===== src/design/omc_pkg.sv =====
// Purpose: shared constants and types for the operating mode controller
// Assumes: one core clock, mode control words supplied by the core
// Notes:   mode codes are one-hot
package omc_pkg;

    localparam int          CTX_W          = 96;
    localparam logic [95:0] CTX_RESET      = 96'h0;
    localparam int          GPR_LEGACY     = 8;
    localparam int          GPR_WIDE       = 16;
    localparam int          SEG_REGS       = 6;
    localparam int          SIZE_16        = 16;
    localparam int          SIZE_32        = 32;
    localparam int          SIZE_64        = 64;
    localparam logic [6:0]  LIN_BITS_LEG   = 7'h20;
    localparam logic [6:0]  LIN_BITS_64    = 7'h40;
    localparam logic [6:0]  PHYS_BITS_LEG  = 7'h24;
    localparam logic [6:0]  PHYS_BITS_64   = 7'h28;
    localparam logic [1:0]  SZ_16          = 2'h0;
    localparam logic [1:0]  SZ_32          = 2'h1;
    localparam logic [1:0]  SZ_64          = 2'h2;
    localparam logic [4:0]  GPR_CNT_LEG    = 5'h08;
    localparam logic [4:0]  GPR_CNT_WIDE   = 5'h10;
    localparam logic [6:0]  IP_W_LEG       = 7'h20;
    localparam logic [6:0]  IP_W_64        = 7'h40;
    localparam int          TSC_MSR_INDEX  = 16;
    localparam logic [31:0] TSC_MSR_ADDR   = 32'h0000_0010;

    typedef enum logic [4:0] {
        OMC_REAL   = 5'b00001,
        OMC_PROT   = 5'b00010,
        OMC_COMPAT = 5'b00100,
        OMC_LONG64 = 5'b01000,
        OMC_SYSMGMT = 5'b10000
    } omc_mode_t;

    // five mode control words as the core hands them over
    typedef struct packed {
        logic        prot_en;
        logic        paging_en;
        logic        phys_ext_en;
        logic        ext_en;
        logic        v16_task;
    } omc_ctl_t;

    typedef struct packed {
        logic [1:0]  addr_size;
        logic [1:0]  oper_size;
        logic [6:0]  lin_bits;
        logic [6:0]  phys_bits;
        logic [4:0]  gpr_count;
        logic [6:0]  ip_width;
        logic        ext_regs_ok;
        logic        v16_active;
        logic        task_sw_ok;
    } omc_env_t;

endpackage : omc_pkg


===== src/design/omc_mode_ctrl.sv =====
// Purpose: tracks and switches the core operating mode
// Assumes: core flags instruction boundaries and supplies mode control words
// Notes:   management entry waits for a boundary; exit restores saved context
`timescale 1ns/1ps
`default_nettype none
// What this block does
// - reset puts the core in real-address mode before the first instruction
// - management pin or controller message enters system management mode
// - entry saves basic context and switches to a dedicated address space
// - leaving management mode restores saved context and prior mode
// - legacy 16-bit execution is a per-task attribute of protected mode
// - extended mode picks compatibility or 64-bit by code segment attribute
// - compatibility sub-mode limits linear addressing to the lowest 4 GByte
// - compatibility sub-mode uses only 16 and 32 bit address and operand sizes
// - compatibility sub-mode allows physical addresses above 4 GByte with extension
// - no legacy 16-bit tasks or hardware task switches in compatibility
// - compatibility sub-mode supports every privilege level
// - 64-bit sub-mode defaults: 64-bit address, 32-bit operand
// - in 64-bit sub-mode, extension prefix with operand override picks a 64-bit operand
// - 64-bit sub-mode exposes 16 wide registers reached via extension prefix
// - outside extended mode linear is 4 GBytes and physical 64 GBytes
// - outside 64-bit sub-mode eight general and six segment registers
// - mode and task traits come from the five mode control registers
// - application privilege may reach only the timestamp counter register
// - 64-bit sub-mode widens the instruction pointer to 64 bits
module omc_mode_ctrl
    import omc_pkg::*;
#(
    parameter int CW = CTX_W
) (
    input  wire logic          CLK_I,          // core clock
    input  wire logic          RESET_N_I,      // async reset, low
    input  wire logic          MGMT_INT_PIN_N_I, // management pin, low active
    input  wire logic          LIC_MGMT_MSG_I, // controller message, pulse
    input  wire logic          BOUNDARY_I,     // instruction boundary
    input  wire omc_ctl_t      CTL_I,          // mode control words
    input  wire logic          CS_LONG_I,      // code segment 64-bit attr
    input  wire logic          MGMT_RETURN_I,  // return from management
    input  wire logic [CW-1:0] CTX_I,          // live context
    input  wire logic          REG_EXT_PFX_I,  // extension prefix present
    input  wire logic          OPSZ_OVR_I,     // operand override present
    input  wire logic [1:0]    CPL_I,          // current privilege
    input  wire logic          MSR_REQ_I,      // register access request
    input  wire logic [31:0]   MSR_ADDR_I,     // requested register
    output omc_mode_t          MODE_O,         // current mode
    output omc_env_t           ENV_O,          // execution environment
    output logic               MGMT_SPACE_O,   // dedicated space select
    output logic               CTX_SAVE_O,     // context saved, pulse
    output logic               CTX_RESTORE_O,  // context valid, pulse
    output logic [CW-1:0]      CTX_O,          // restored context
    output logic [1:0]         OPER_SIZE_O,    // effective operand size
    output logic               MSR_GRANT_O,    // access granted
    output logic               MSR_DENY_O,     // access denied
    output logic [1:0]         CPL_MAX_O       // highest privilege number
);
    omc_mode_t mode;
    omc_mode_t next_mode;
    omc_mode_t saved_mode;
    logic [2:0] pin_sync;
    logic       pin_level;
    logic       pin_prev;
    logic       mgmt_pend;
    logic       enter_mgmt;
    logic       leave_mgmt;
    logic       restore_d;
    omc_env_t   next_env;

    // three-stage sync; level counts once stages two and three agree
    always_ff @(posedge CLK_I or negedge RESET_N_I) begin
        if (!RESET_N_I) begin
            pin_sync <= 3'h7;
        end else begin
            pin_sync <= {pin_sync[1:0], MGMT_INT_PIN_N_I};
        end
    end

    always_ff @(posedge CLK_I or negedge RESET_N_I) begin
        if (!RESET_N_I) begin
            // idle level, so leaving reset gives no false edge
            pin_level <= 1'b0;
            pin_prev  <= 1'b0;
        end else begin
            if (pin_sync[1] == pin_sync[2]) begin
                pin_level <= ~pin_sync[2];
            end
            pin_prev <= pin_level;
        end
    end

    // pending request held until a boundary; new request wins over the take
    assign enter_mgmt = mgmt_pend && BOUNDARY_I && (mode != OMC_SYSMGMT);
    assign leave_mgmt = MGMT_RETURN_I && BOUNDARY_I && (mode == OMC_SYSMGMT);

    always_ff @(posedge CLK_I or negedge RESET_N_I) begin
        if (!RESET_N_I) begin
            mgmt_pend <= 1'b0;
        end else if ((pin_level && !pin_prev) || LIC_MGMT_MSG_I) begin
            mgmt_pend <= 1'b1;
        end else if (enter_mgmt) begin
            mgmt_pend <= 1'b0;
        end
    end

    always_comb begin
        next_mode = mode;
        if (enter_mgmt) begin
            next_mode = OMC_SYSMGMT;
        end else if (leave_mgmt) begin
            next_mode = saved_mode;
        end else if (BOUNDARY_I && mode != OMC_SYSMGMT) begin
            if (!CTL_I.prot_en) begin
                next_mode = OMC_REAL;
            end else if (CTL_I.ext_en && CTL_I.paging_en) begin
                next_mode = CS_LONG_I ? OMC_LONG64 : OMC_COMPAT;
            end else begin
                next_mode = OMC_PROT;
            end
        end
    end

    always_ff @(posedge CLK_I or negedge RESET_N_I) begin
        if (!RESET_N_I) begin
            mode <= OMC_REAL;
        end else begin
            mode <= next_mode;
        end
    end

    always_ff @(posedge CLK_I or negedge RESET_N_I) begin
        if (!RESET_N_I) begin
            saved_mode <= OMC_REAL;
        end else if (enter_mgmt) begin
            saved_mode <= mode;
        end
    end

    // context lives in its own store so it survives handler activity
    omc_ctx_store #(.W(CW)) u_ctx (
        .clk_i     (CLK_I),
        .reset_n_i (RESET_N_I),
        .wr_i      (enter_mgmt),
        .wdata_i   (CTX_I),
        .rd_i      (leave_mgmt),
        .rdata_o   (CTX_O)
    );

    always_ff @(posedge CLK_I or negedge RESET_N_I) begin
        if (!RESET_N_I) begin
            CTX_SAVE_O <= 1'b0;
            restore_d  <= 1'b0;
        end else begin
            CTX_SAVE_O <= enter_mgmt;
            restore_d  <= leave_mgmt;
        end
    end
    assign CTX_RESTORE_O = restore_d;
    assign MODE_O        = mode;
    assign MGMT_SPACE_O  = (mode == OMC_SYSMGMT);

    always_comb begin
        next_env             = '0;
        next_env.addr_size   = SZ_16;
        next_env.oper_size   = SZ_16;
        next_env.lin_bits    = LIN_BITS_LEG;
        next_env.phys_bits   = PHYS_BITS_LEG;
        next_env.gpr_count   = GPR_CNT_LEG;
        next_env.ip_width    = IP_W_LEG;
        next_env.ext_regs_ok = 1'b0;
        next_env.v16_active  = 1'b0;
        next_env.task_sw_ok  = 1'b0;
        case (next_mode)
            OMC_REAL: begin
                next_env.lin_bits = LIN_BITS_LEG;
            end
            OMC_PROT: begin
                next_env.addr_size  = SZ_32;
                next_env.oper_size  = SZ_32;
                next_env.v16_active = CTL_I.v16_task;
                next_env.task_sw_ok = 1'b1;
            end
            OMC_COMPAT: begin
                next_env.addr_size  = SZ_32;
                next_env.oper_size  = SZ_32;
                next_env.lin_bits   = LIN_BITS_LEG;
                next_env.phys_bits  = CTL_I.phys_ext_en ? PHYS_BITS_64
                                                   : LIN_BITS_LEG;
                next_env.v16_active = 1'b0;
                next_env.task_sw_ok = 1'b0;
            end
            OMC_LONG64: begin
                next_env.addr_size   = SZ_64;
                next_env.oper_size   = SZ_32;
                next_env.lin_bits    = LIN_BITS_64;
                next_env.phys_bits   = PHYS_BITS_64;
                next_env.gpr_count   = GPR_CNT_WIDE;
                next_env.ip_width    = IP_W_64;
                next_env.ext_regs_ok = 1'b1;
            end
            OMC_SYSMGMT: begin
                next_env.addr_size = SZ_32;
                next_env.oper_size = SZ_32;
            end
            default: begin
                next_env.addr_size = SZ_16;
            end
        endcase
    end

    always_ff @(posedge CLK_I or negedge RESET_N_I) begin
        if (!RESET_N_I) begin
            ENV_O <= '{SZ_16, SZ_16, LIN_BITS_LEG, PHYS_BITS_LEG,
                       GPR_CNT_LEG, IP_W_LEG, 1'b0, 1'b0, 1'b0};
        end else if (BOUNDARY_I) begin
            // env only moves at a boundary, so a task attribute cannot flip mid-instruction
            ENV_O <= next_env;
        end
    end

    // per-instruction operand size; only the 64-bit sub-mode promotes
    always_comb begin
        OPER_SIZE_O = ENV_O.oper_size;
        if (mode == OMC_LONG64 && REG_EXT_PFX_I && OPSZ_OVR_I) begin
            OPER_SIZE_O = SZ_64;
        end else if (OPSZ_OVR_I && ENV_O.oper_size == SZ_32) begin
            OPER_SIZE_O = SZ_16;
        end else if (OPSZ_OVR_I && ENV_O.oper_size == SZ_16) begin
            OPER_SIZE_O = SZ_32;
        end
    end

    // all four rings stay open in compatibility as in every mode but real, which caps at ring 0
    assign CPL_MAX_O = (mode == OMC_REAL) ? 2'h0 : 2'h3;

    // application level may read only the timestamp counter
    always_ff @(posedge CLK_I or negedge RESET_N_I) begin
        if (!RESET_N_I) begin
            MSR_GRANT_O <= 1'b0;
            MSR_DENY_O  <= 1'b0;
        end else begin
            MSR_GRANT_O <= MSR_REQ_I && (CPL_I == 2'h0 || MSR_ADDR_I == TSC_MSR_ADDR);
            MSR_DENY_O  <= MSR_REQ_I && CPL_I != 2'h0 && MSR_ADDR_I != TSC_MSR_ADDR;
        end
    end

    // mode and env are registered on the same edge, so checks compare same-cycle values
    chk_reset_real: assert property (@(posedge CLK_I)
        $rose(RESET_N_I) |-> mode == OMC_REAL)
        else $error("mode not real after reset");
    chk_real_env: assert property (@(posedge CLK_I) disable iff (!RESET_N_I)
        mode == OMC_REAL |-> ENV_O.addr_size == SZ_16 && CPL_MAX_O == 2'h0)
        else $error("real mode environment wrong");

    chk_mgmt_entry: assert property (@(posedge CLK_I) disable iff (!RESET_N_I)
        enter_mgmt |=> mode == OMC_SYSMGMT && CTX_SAVE_O && MGMT_SPACE_O)
        else $error("management entry incomplete");
    chk_msg_pend: assert property (@(posedge CLK_I) disable iff (!RESET_N_I)
        LIC_MGMT_MSG_I |=> mgmt_pend || mode == OMC_SYSMGMT)
        else $error("management message lost");
    chk_pend_hold: assert property (@(posedge CLK_I) disable iff (!RESET_N_I)
        mode == OMC_SYSMGMT && mgmt_pend |=> mgmt_pend)
        else $error("request in management mode dropped");
    chk_mgmt_exit: assert property (@(posedge CLK_I) disable iff (!RESET_N_I)
        leave_mgmt |=> mode == $past(saved_mode) && CTX_RESTORE_O)
        else $error("exit did not restore mode");
    chk_boundary_only: assert property (@(posedge CLK_I) disable iff (!RESET_N_I)
        !BOUNDARY_I |=> $stable(mode))
        else $error("mode changed off boundary");
    chk_env_hold: assert property (@(posedge CLK_I) disable iff (!RESET_N_I)
        !BOUNDARY_I |=> $stable(ENV_O))
        else $error("environment changed off boundary");

    chk_compat_limits: assert property (@(posedge CLK_I) disable iff (!RESET_N_I)
        mode == OMC_COMPAT |-> ENV_O.lin_bits == LIN_BITS_LEG && ENV_O.addr_size != SZ_64)
        else $error("compat limits broken");
    chk_compat_tasks: assert property (@(posedge CLK_I) disable iff (!RESET_N_I)
        mode == OMC_COMPAT |-> !ENV_O.task_sw_ok && !ENV_O.v16_active)
        else $error("compat task features enabled");
    chk_compat_rings: assert property (@(posedge CLK_I) disable iff (!RESET_N_I)
        mode == OMC_COMPAT |-> CPL_MAX_O == 2'h3)
        else $error("compat privilege levels limited");
    chk_long_env: assert property (@(posedge CLK_I) disable iff (!RESET_N_I)
        mode == OMC_LONG64 |-> ENV_O.gpr_count == GPR_CNT_WIDE
            && ENV_O.ip_width == IP_W_64 && ENV_O.addr_size == SZ_64)
        else $error("64-bit environment wrong");
    chk_long_sizes: assert property (@(posedge CLK_I) disable iff (!RESET_N_I)
        mode == OMC_LONG64 |-> ENV_O.oper_size == SZ_32 && ENV_O.ext_regs_ok)
        else $error("64-bit default sizes wrong");
    chk_prefix_promote: assert property (@(posedge CLK_I) disable iff (!RESET_N_I)
        mode == OMC_LONG64 && REG_EXT_PFX_I && OPSZ_OVR_I |-> OPER_SIZE_O == SZ_64)
        else $error("operand not promoted");

    chk_msr_deny: assert property (@(posedge CLK_I) disable iff (!RESET_N_I)
        MSR_REQ_I && CPL_I == 2'h3 && MSR_ADDR_I != TSC_MSR_ADDR |=> MSR_DENY_O && !MSR_GRANT_O)
        else $error("application access not denied");
    chk_tsc_grant: assert property (@(posedge CLK_I) disable iff (!RESET_N_I)
        MSR_REQ_I && MSR_ADDR_I == TSC_MSR_ADDR |=> MSR_GRANT_O && !MSR_DENY_O)
        else $error("timestamp access not granted");
    chk_legacy_space: assert property (@(posedge CLK_I) disable iff (!RESET_N_I)
        mode == OMC_PROT |-> ENV_O.phys_bits == PHYS_BITS_LEG && ENV_O.gpr_count == GPR_CNT_LEG)
        else $error("legacy limits wrong");
    chk_legacy_regs: assert property (@(posedge CLK_I) disable iff (!RESET_N_I)
        mode != OMC_LONG64 |-> ENV_O.gpr_count == GPR_CNT_LEG && ENV_O.ip_width == IP_W_LEG)
        else $error("legacy register set wrong");
endmodule : omc_mode_ctrl
`default_nettype wire


===== src/design/omc_ctx_store.sv =====
// Purpose: holds the interrupted program context across management mode
// Assumes: one save and one restore per management episode
// Notes:   read data comes from a register
`timescale 1ns/1ps
`default_nettype none
module omc_ctx_store
    import omc_pkg::*;
#(
    parameter int W = CTX_W
) (
    input  wire logic         clk_i,       // core clock
    input  wire logic         reset_n_i,   // async reset, low
    input  wire logic         wr_i,        // save strobe
    input  wire logic [W-1:0] wdata_i,     // context in
    input  wire logic         rd_i,        // restore strobe
    output logic      [W-1:0] rdata_o      // context out, registered
);
    logic [W-1:0] mem;

    always_ff @(posedge clk_i or negedge reset_n_i) begin
        if (!reset_n_i) begin
            mem <= '0;
        end else if (wr_i) begin
            mem <= wdata_i;
        end
    end

    always_ff @(posedge clk_i or negedge reset_n_i) begin
        if (!reset_n_i) begin
            rdata_o <= '0;
        end else if (rd_i) begin
            rdata_o <= mem;
        end
    end
endmodule : omc_ctx_store
`default_nettype wire


===== config.mk =====
export PLATFORM = sky130hd
export DESIGN_NAME = omc_mode_ctrl
export DESIGN_NICKNAME = d
export VERILOG_FILES = /design/src/design/omc_pkg.sv /design/src/design/omc_mode_ctrl.sv /design/src/design/omc_ctx_store.sv
export SDC_FILE = /design/constraint.sdc
export NUM_CORES = 1
export LEC_CHECK = 0
export BUFFER_PORTS_ARGS = -buffer_cell sky130_fd_sc_hd__buf_2
export CAP_MARGIN = 10
export CORE_ASPECT_RATIO = 1.4
export CORE_MARGIN = 2
export CORE_UTILIZATION = 50
export CTS_BUF_LIST = sky130_fd_sc_hd__clkbuf_4 sky130_fd_sc_hd__clkbuf_8 sky130_fd_sc_hd__clkbuf_16
export DETAILED_ROUTE_END_ITERATION = 10
export PLACE_DENSITY = 0.83
export SYNTH_ARGS = -nofsm -noshare
export SYNTH_HDL_FRONTEND = slang
export SYNTH_SLANG_ARGS = --single-unit

===== constraint.sdc =====
create_clock -name CLK_I -period 2.1 [get_ports CLK_I]
set_input_delay 0.42 -clock CLK_I [delete_from_list [all_inputs] [get_ports CLK_I]]
set_output_delay 0.42 -clock CLK_I [all_outputs]
set_load 0.05 [all_outputs]

==> flow_summary_export.csv <==
group,metric,value,unit
routing,dr.pass1.iters,4,
synthesis,syn_inst,771,
final_layout,stdcell_count,1318,
final_layout,area_growth,32.4,%
synthesis,ys_warn_count,0,
sta,fmax,467,MHz
floorplan,io-pin-count,288,
clock_tree,clk_latency,0.50,ns
sta,post-route-worst-setup-slack,-0.0423,ns
setup_path,path_max_fanout,4,
final_layout,final_common_cell,"nand2_1",
setup_path,cpMaxStageDelayCell,"dfrtp_2",
power_and_ir_drop,power_density,1510,nW/um2
floorplan,start_util,0.505,
floorplan,dieArea,18500,um2
synthesis,ys.flop_type,"dfrtp_1",
clock_tree,clock_path_buffers,3,
setup_path,crit_top_cell,"buf_6",
global_route,grt_overflow,0,
sta,report.final.slew_viol_count,0,
routing,vias,6463,
placed_design,dpl.cell_count,1255,
floorplan,rows,57,
global_route,grt_pass1_vias,6621,
setup_path,critical_path_class,"reg -> out",
sta,post-route-period-util,1.02,
final_layout,final_cell_mix,"nand2_1 (308), buf_2 (262), dfrtp_1 (209)",
clock_tree,clkSinkCount,220,
synthesis,syn_avg_cell_area,11.3,um2
synthesis,synth_edf_count,0,
synthesis,synth_top_area_frac,0.614,
flow_run,max_cap_violations,0,
synthesis,ys_ff_latch,220,
synthesis,ys_seq_area_frac,0.635,
sta,relSlewSlack,0.657,
setup_path,crit_required,1.68,ns
final_layout,fillers,1292,
power_and_ir_drop,peakVddDrop,1220,uV
sta,setup_viol,9,
setup_path,start_kind,"flop",
setup_path,arrival,1.72,ns
synthesis,synthTopCellsByArea,"dfrtp_1 (61%), nand2_1 (13%), mux2_2 (13%)",
routing,ant_nets,0,
power_and_ir_drop,p_leak,6.18,nW
synthesis,ys_types,47,
placed_design,placed_cell_area,10400,um2
setup_path,crit_family,"flip-flops",
floorplan,core,17200,um2
clock_tree,cts_tree,"yes",
global_route,grt_max_degree,66,
sta,worst_slew_pin_slew,0.514,ns
global_route,antenna_found_initial,1,
setup_path,crit_buf_inv,2,
routing,drt_wl_total,20500,um
final_layout,nNetsFinal,1212,
floorplan,die_w,115,um
setup_path,cp_cell_sequence,"buf_6 > nor4_4 > buf_6",
sta,finalClockSkew,0.0176,ns
final_layout,finalInstanceArea,11500,um2
placed_design,io_buffers,268,
synthesis,syn_area,8690,um2
final_layout,utilization,0.669,
routing,wl_per_cell,15.6,um
sta,hold_viol_final,0,
setup_path,rrSetupSlack,-0.01,ns
status,outcome,"finished, violations left",
synthesis,yosys.area.top_type,"dfrtp_1",
final_layout,drive_above_1_share,0.451,
setup_path,max_stage_delay,0.45,ns
clock_tree,clk_pin_slew,0.06,ns
setup_path,endpoint_kind,"output pin",
placed_design,routabilityCongestion,0.863,
routing,drc_errors,0,
placed_design,hpwlAfterDp,14000,um
synthesis,async_reset_ff_frac,1.00,
floorplan,die_h,160,um
status,violations,"negative setup slack",
clock_tree,cts_made_buffers,22,
global_route,grt_pass1_wl,31900,um
clock_tree,htree_levels,1,
global_route,grt_usage,0.214,
routing,avgViaCountPerCell,4.90,
min_path,hold_path.class,"in -> reg",
sta,min_period,2.14,ns
sta,rsz0062_at_grt,"true",
routing,first_iter_violations,391,
clock_tree,cts-root-buf,"clkbuf_16",
==> where the power goes <==
group | leakage, nW | switching, mW | internal, mW
Clock | 0.367 | 1.52 | 2.32
Combinational | 3.09 | 5.13 | 1.95
Sequential | 2.73 | 0.722 | 5.68
==> worst register-to-register path, cell delays in order, from the launching register on <==
cell      delay [ns]
dfstp_4         0.51
buf_4           0.16
nor4b_1         0.33
nand4b_1        0.30
buf_12          0.26
buf_12          0.16
mux2_2          0.27
==> path summary, 6_finish.rpt <==
| kind | end | from | cells past startpoint |
|---|---|---|---|
| worst min register to register | pin_sync[1] | pin_sync[0] | 0 |
| worst max-delay path | OPER_SIZE_O[1] | MODE_O[2] | 3 |
| min in group asynchronous | u_ctx.rdata_o[22] | RESET_N_I | 2 |
| worst min-delay path | u_ctx.mem[7] | CTX_I[7] | 3 |
| worst max register to register | u_ctx.rdata_o[53] | MODE_O[0] | 6 |
| max in group asynchronous | ENV_O[27] | RESET_N_I | 3 |
==> sequential cells by signal (all words and copies together) (netlist names), 3 cells and up <==
| name | count |
|---|---|
| ENV_O | 8 |
| MODE_O | 5 |
| pin_sync | 3 |
| saved_mode | 5 |
| u_ctx.mem | 96 |
| u_ctx.rdata_o | 96 |
==> stage by stage <==
stage,setup TNS (ns),hold slack [ns],worst slack (ns),total power [mW]
2_1_floorplan,-0.151,0.124,-0.151,11.5
3_3_place_gp,0,0.347,0.0616,13.2
3_5_place_dp,-0.0580,0.353,-0.0483,13.4
4_1_cts,-0.201,0.0881,-0.0488,17.4
5_1_grt,-4.57,0.0995,-0.0976,18.1
6_report,-0.101,0.111,-0.0423,17.3
==> cells by family (layout without fill, tap and decap cells) <==
kind of cell,after synthesis,after routing,share of synthesized area
and+or+nand+nor,350,350,0.165
xor gates and xnor gates,3,3,0.00303
muxes,98,98,0.127
DFF,220,220,0.635
AOI/OAI and AO/OA,27,27,0.0249
other,2,20,0.000865
buffers and inverters,71,364,0.0441
==> Yosys cell counts, types with 2 or more instances <==
| cell | number |
|---|---|
| conb_1 | 2 |
| buf_2 | 9 |
| o21ai_0 | 3 |
| dfstp_2 | 7 |
| nand4b_1 | 2 |
| xnor2_1 | 3 |
| nand3_1 | 4 |
| a21oi_1 | 3 |
| clkinv_1 | 2 |
| nand4_1 | 4 |
| a211oi_1 | 2 |
| clkbuf_1 | 26 |
| nor4b_1 | 2 |
| inv_1 | 7 |
| o21ai_1 | 3 |
| buf_4 | 26 |
| dfrtp_1 | 213 |
| mux2_2 | 97 |
| nor4_1 | 10 |
| nor2_1 | 4 |
| a21o_1 | 3 |
| a22o_1 | 2 |
| nand2_1 | 309 |
| nand3b_1 | 2 |
| nand2b_1 | 2 |
| and3_1 | 3 |
==> final cells by class <==
class / count / area [um2] / area share
clock inverter: 5 / 50.0 / 0.00435
multi-input combinational: 497 / 3000 / 0.261
inverter: 9 / 42.5 / 0.00370
clock buffer: 33 / 669 / 0.0582
tap: 236 / 295 / 0.0257
antenna: 1 / 2.50 / 0.000218
sequential: 220 / 5520 / 0.480
timing repair buffer: 317 / 1910 / 0.166
==> per-layer routing <==
metal	global-route usage	vias to the layer above	routed length, um
li1	-	3060	-
met1	0.246	3087	7730
met2	0.386	268	10700
met3	0.0471	48	1430
met4	0.0750	0	584
met5	0	-	0
==> what timing repair did <==
action / 4_1_cts / 5_1_grt
endpoints found under the setup margin: 12 / 41
buffers inserted: 13 / 9
endpoints found under the hold margin: 57 / 0
resized for setup: 15 / 21
hold buffers: 2 / 0
pin swaps: 5 / 11
Note: power is estimated with default switching activity, not from simulation.
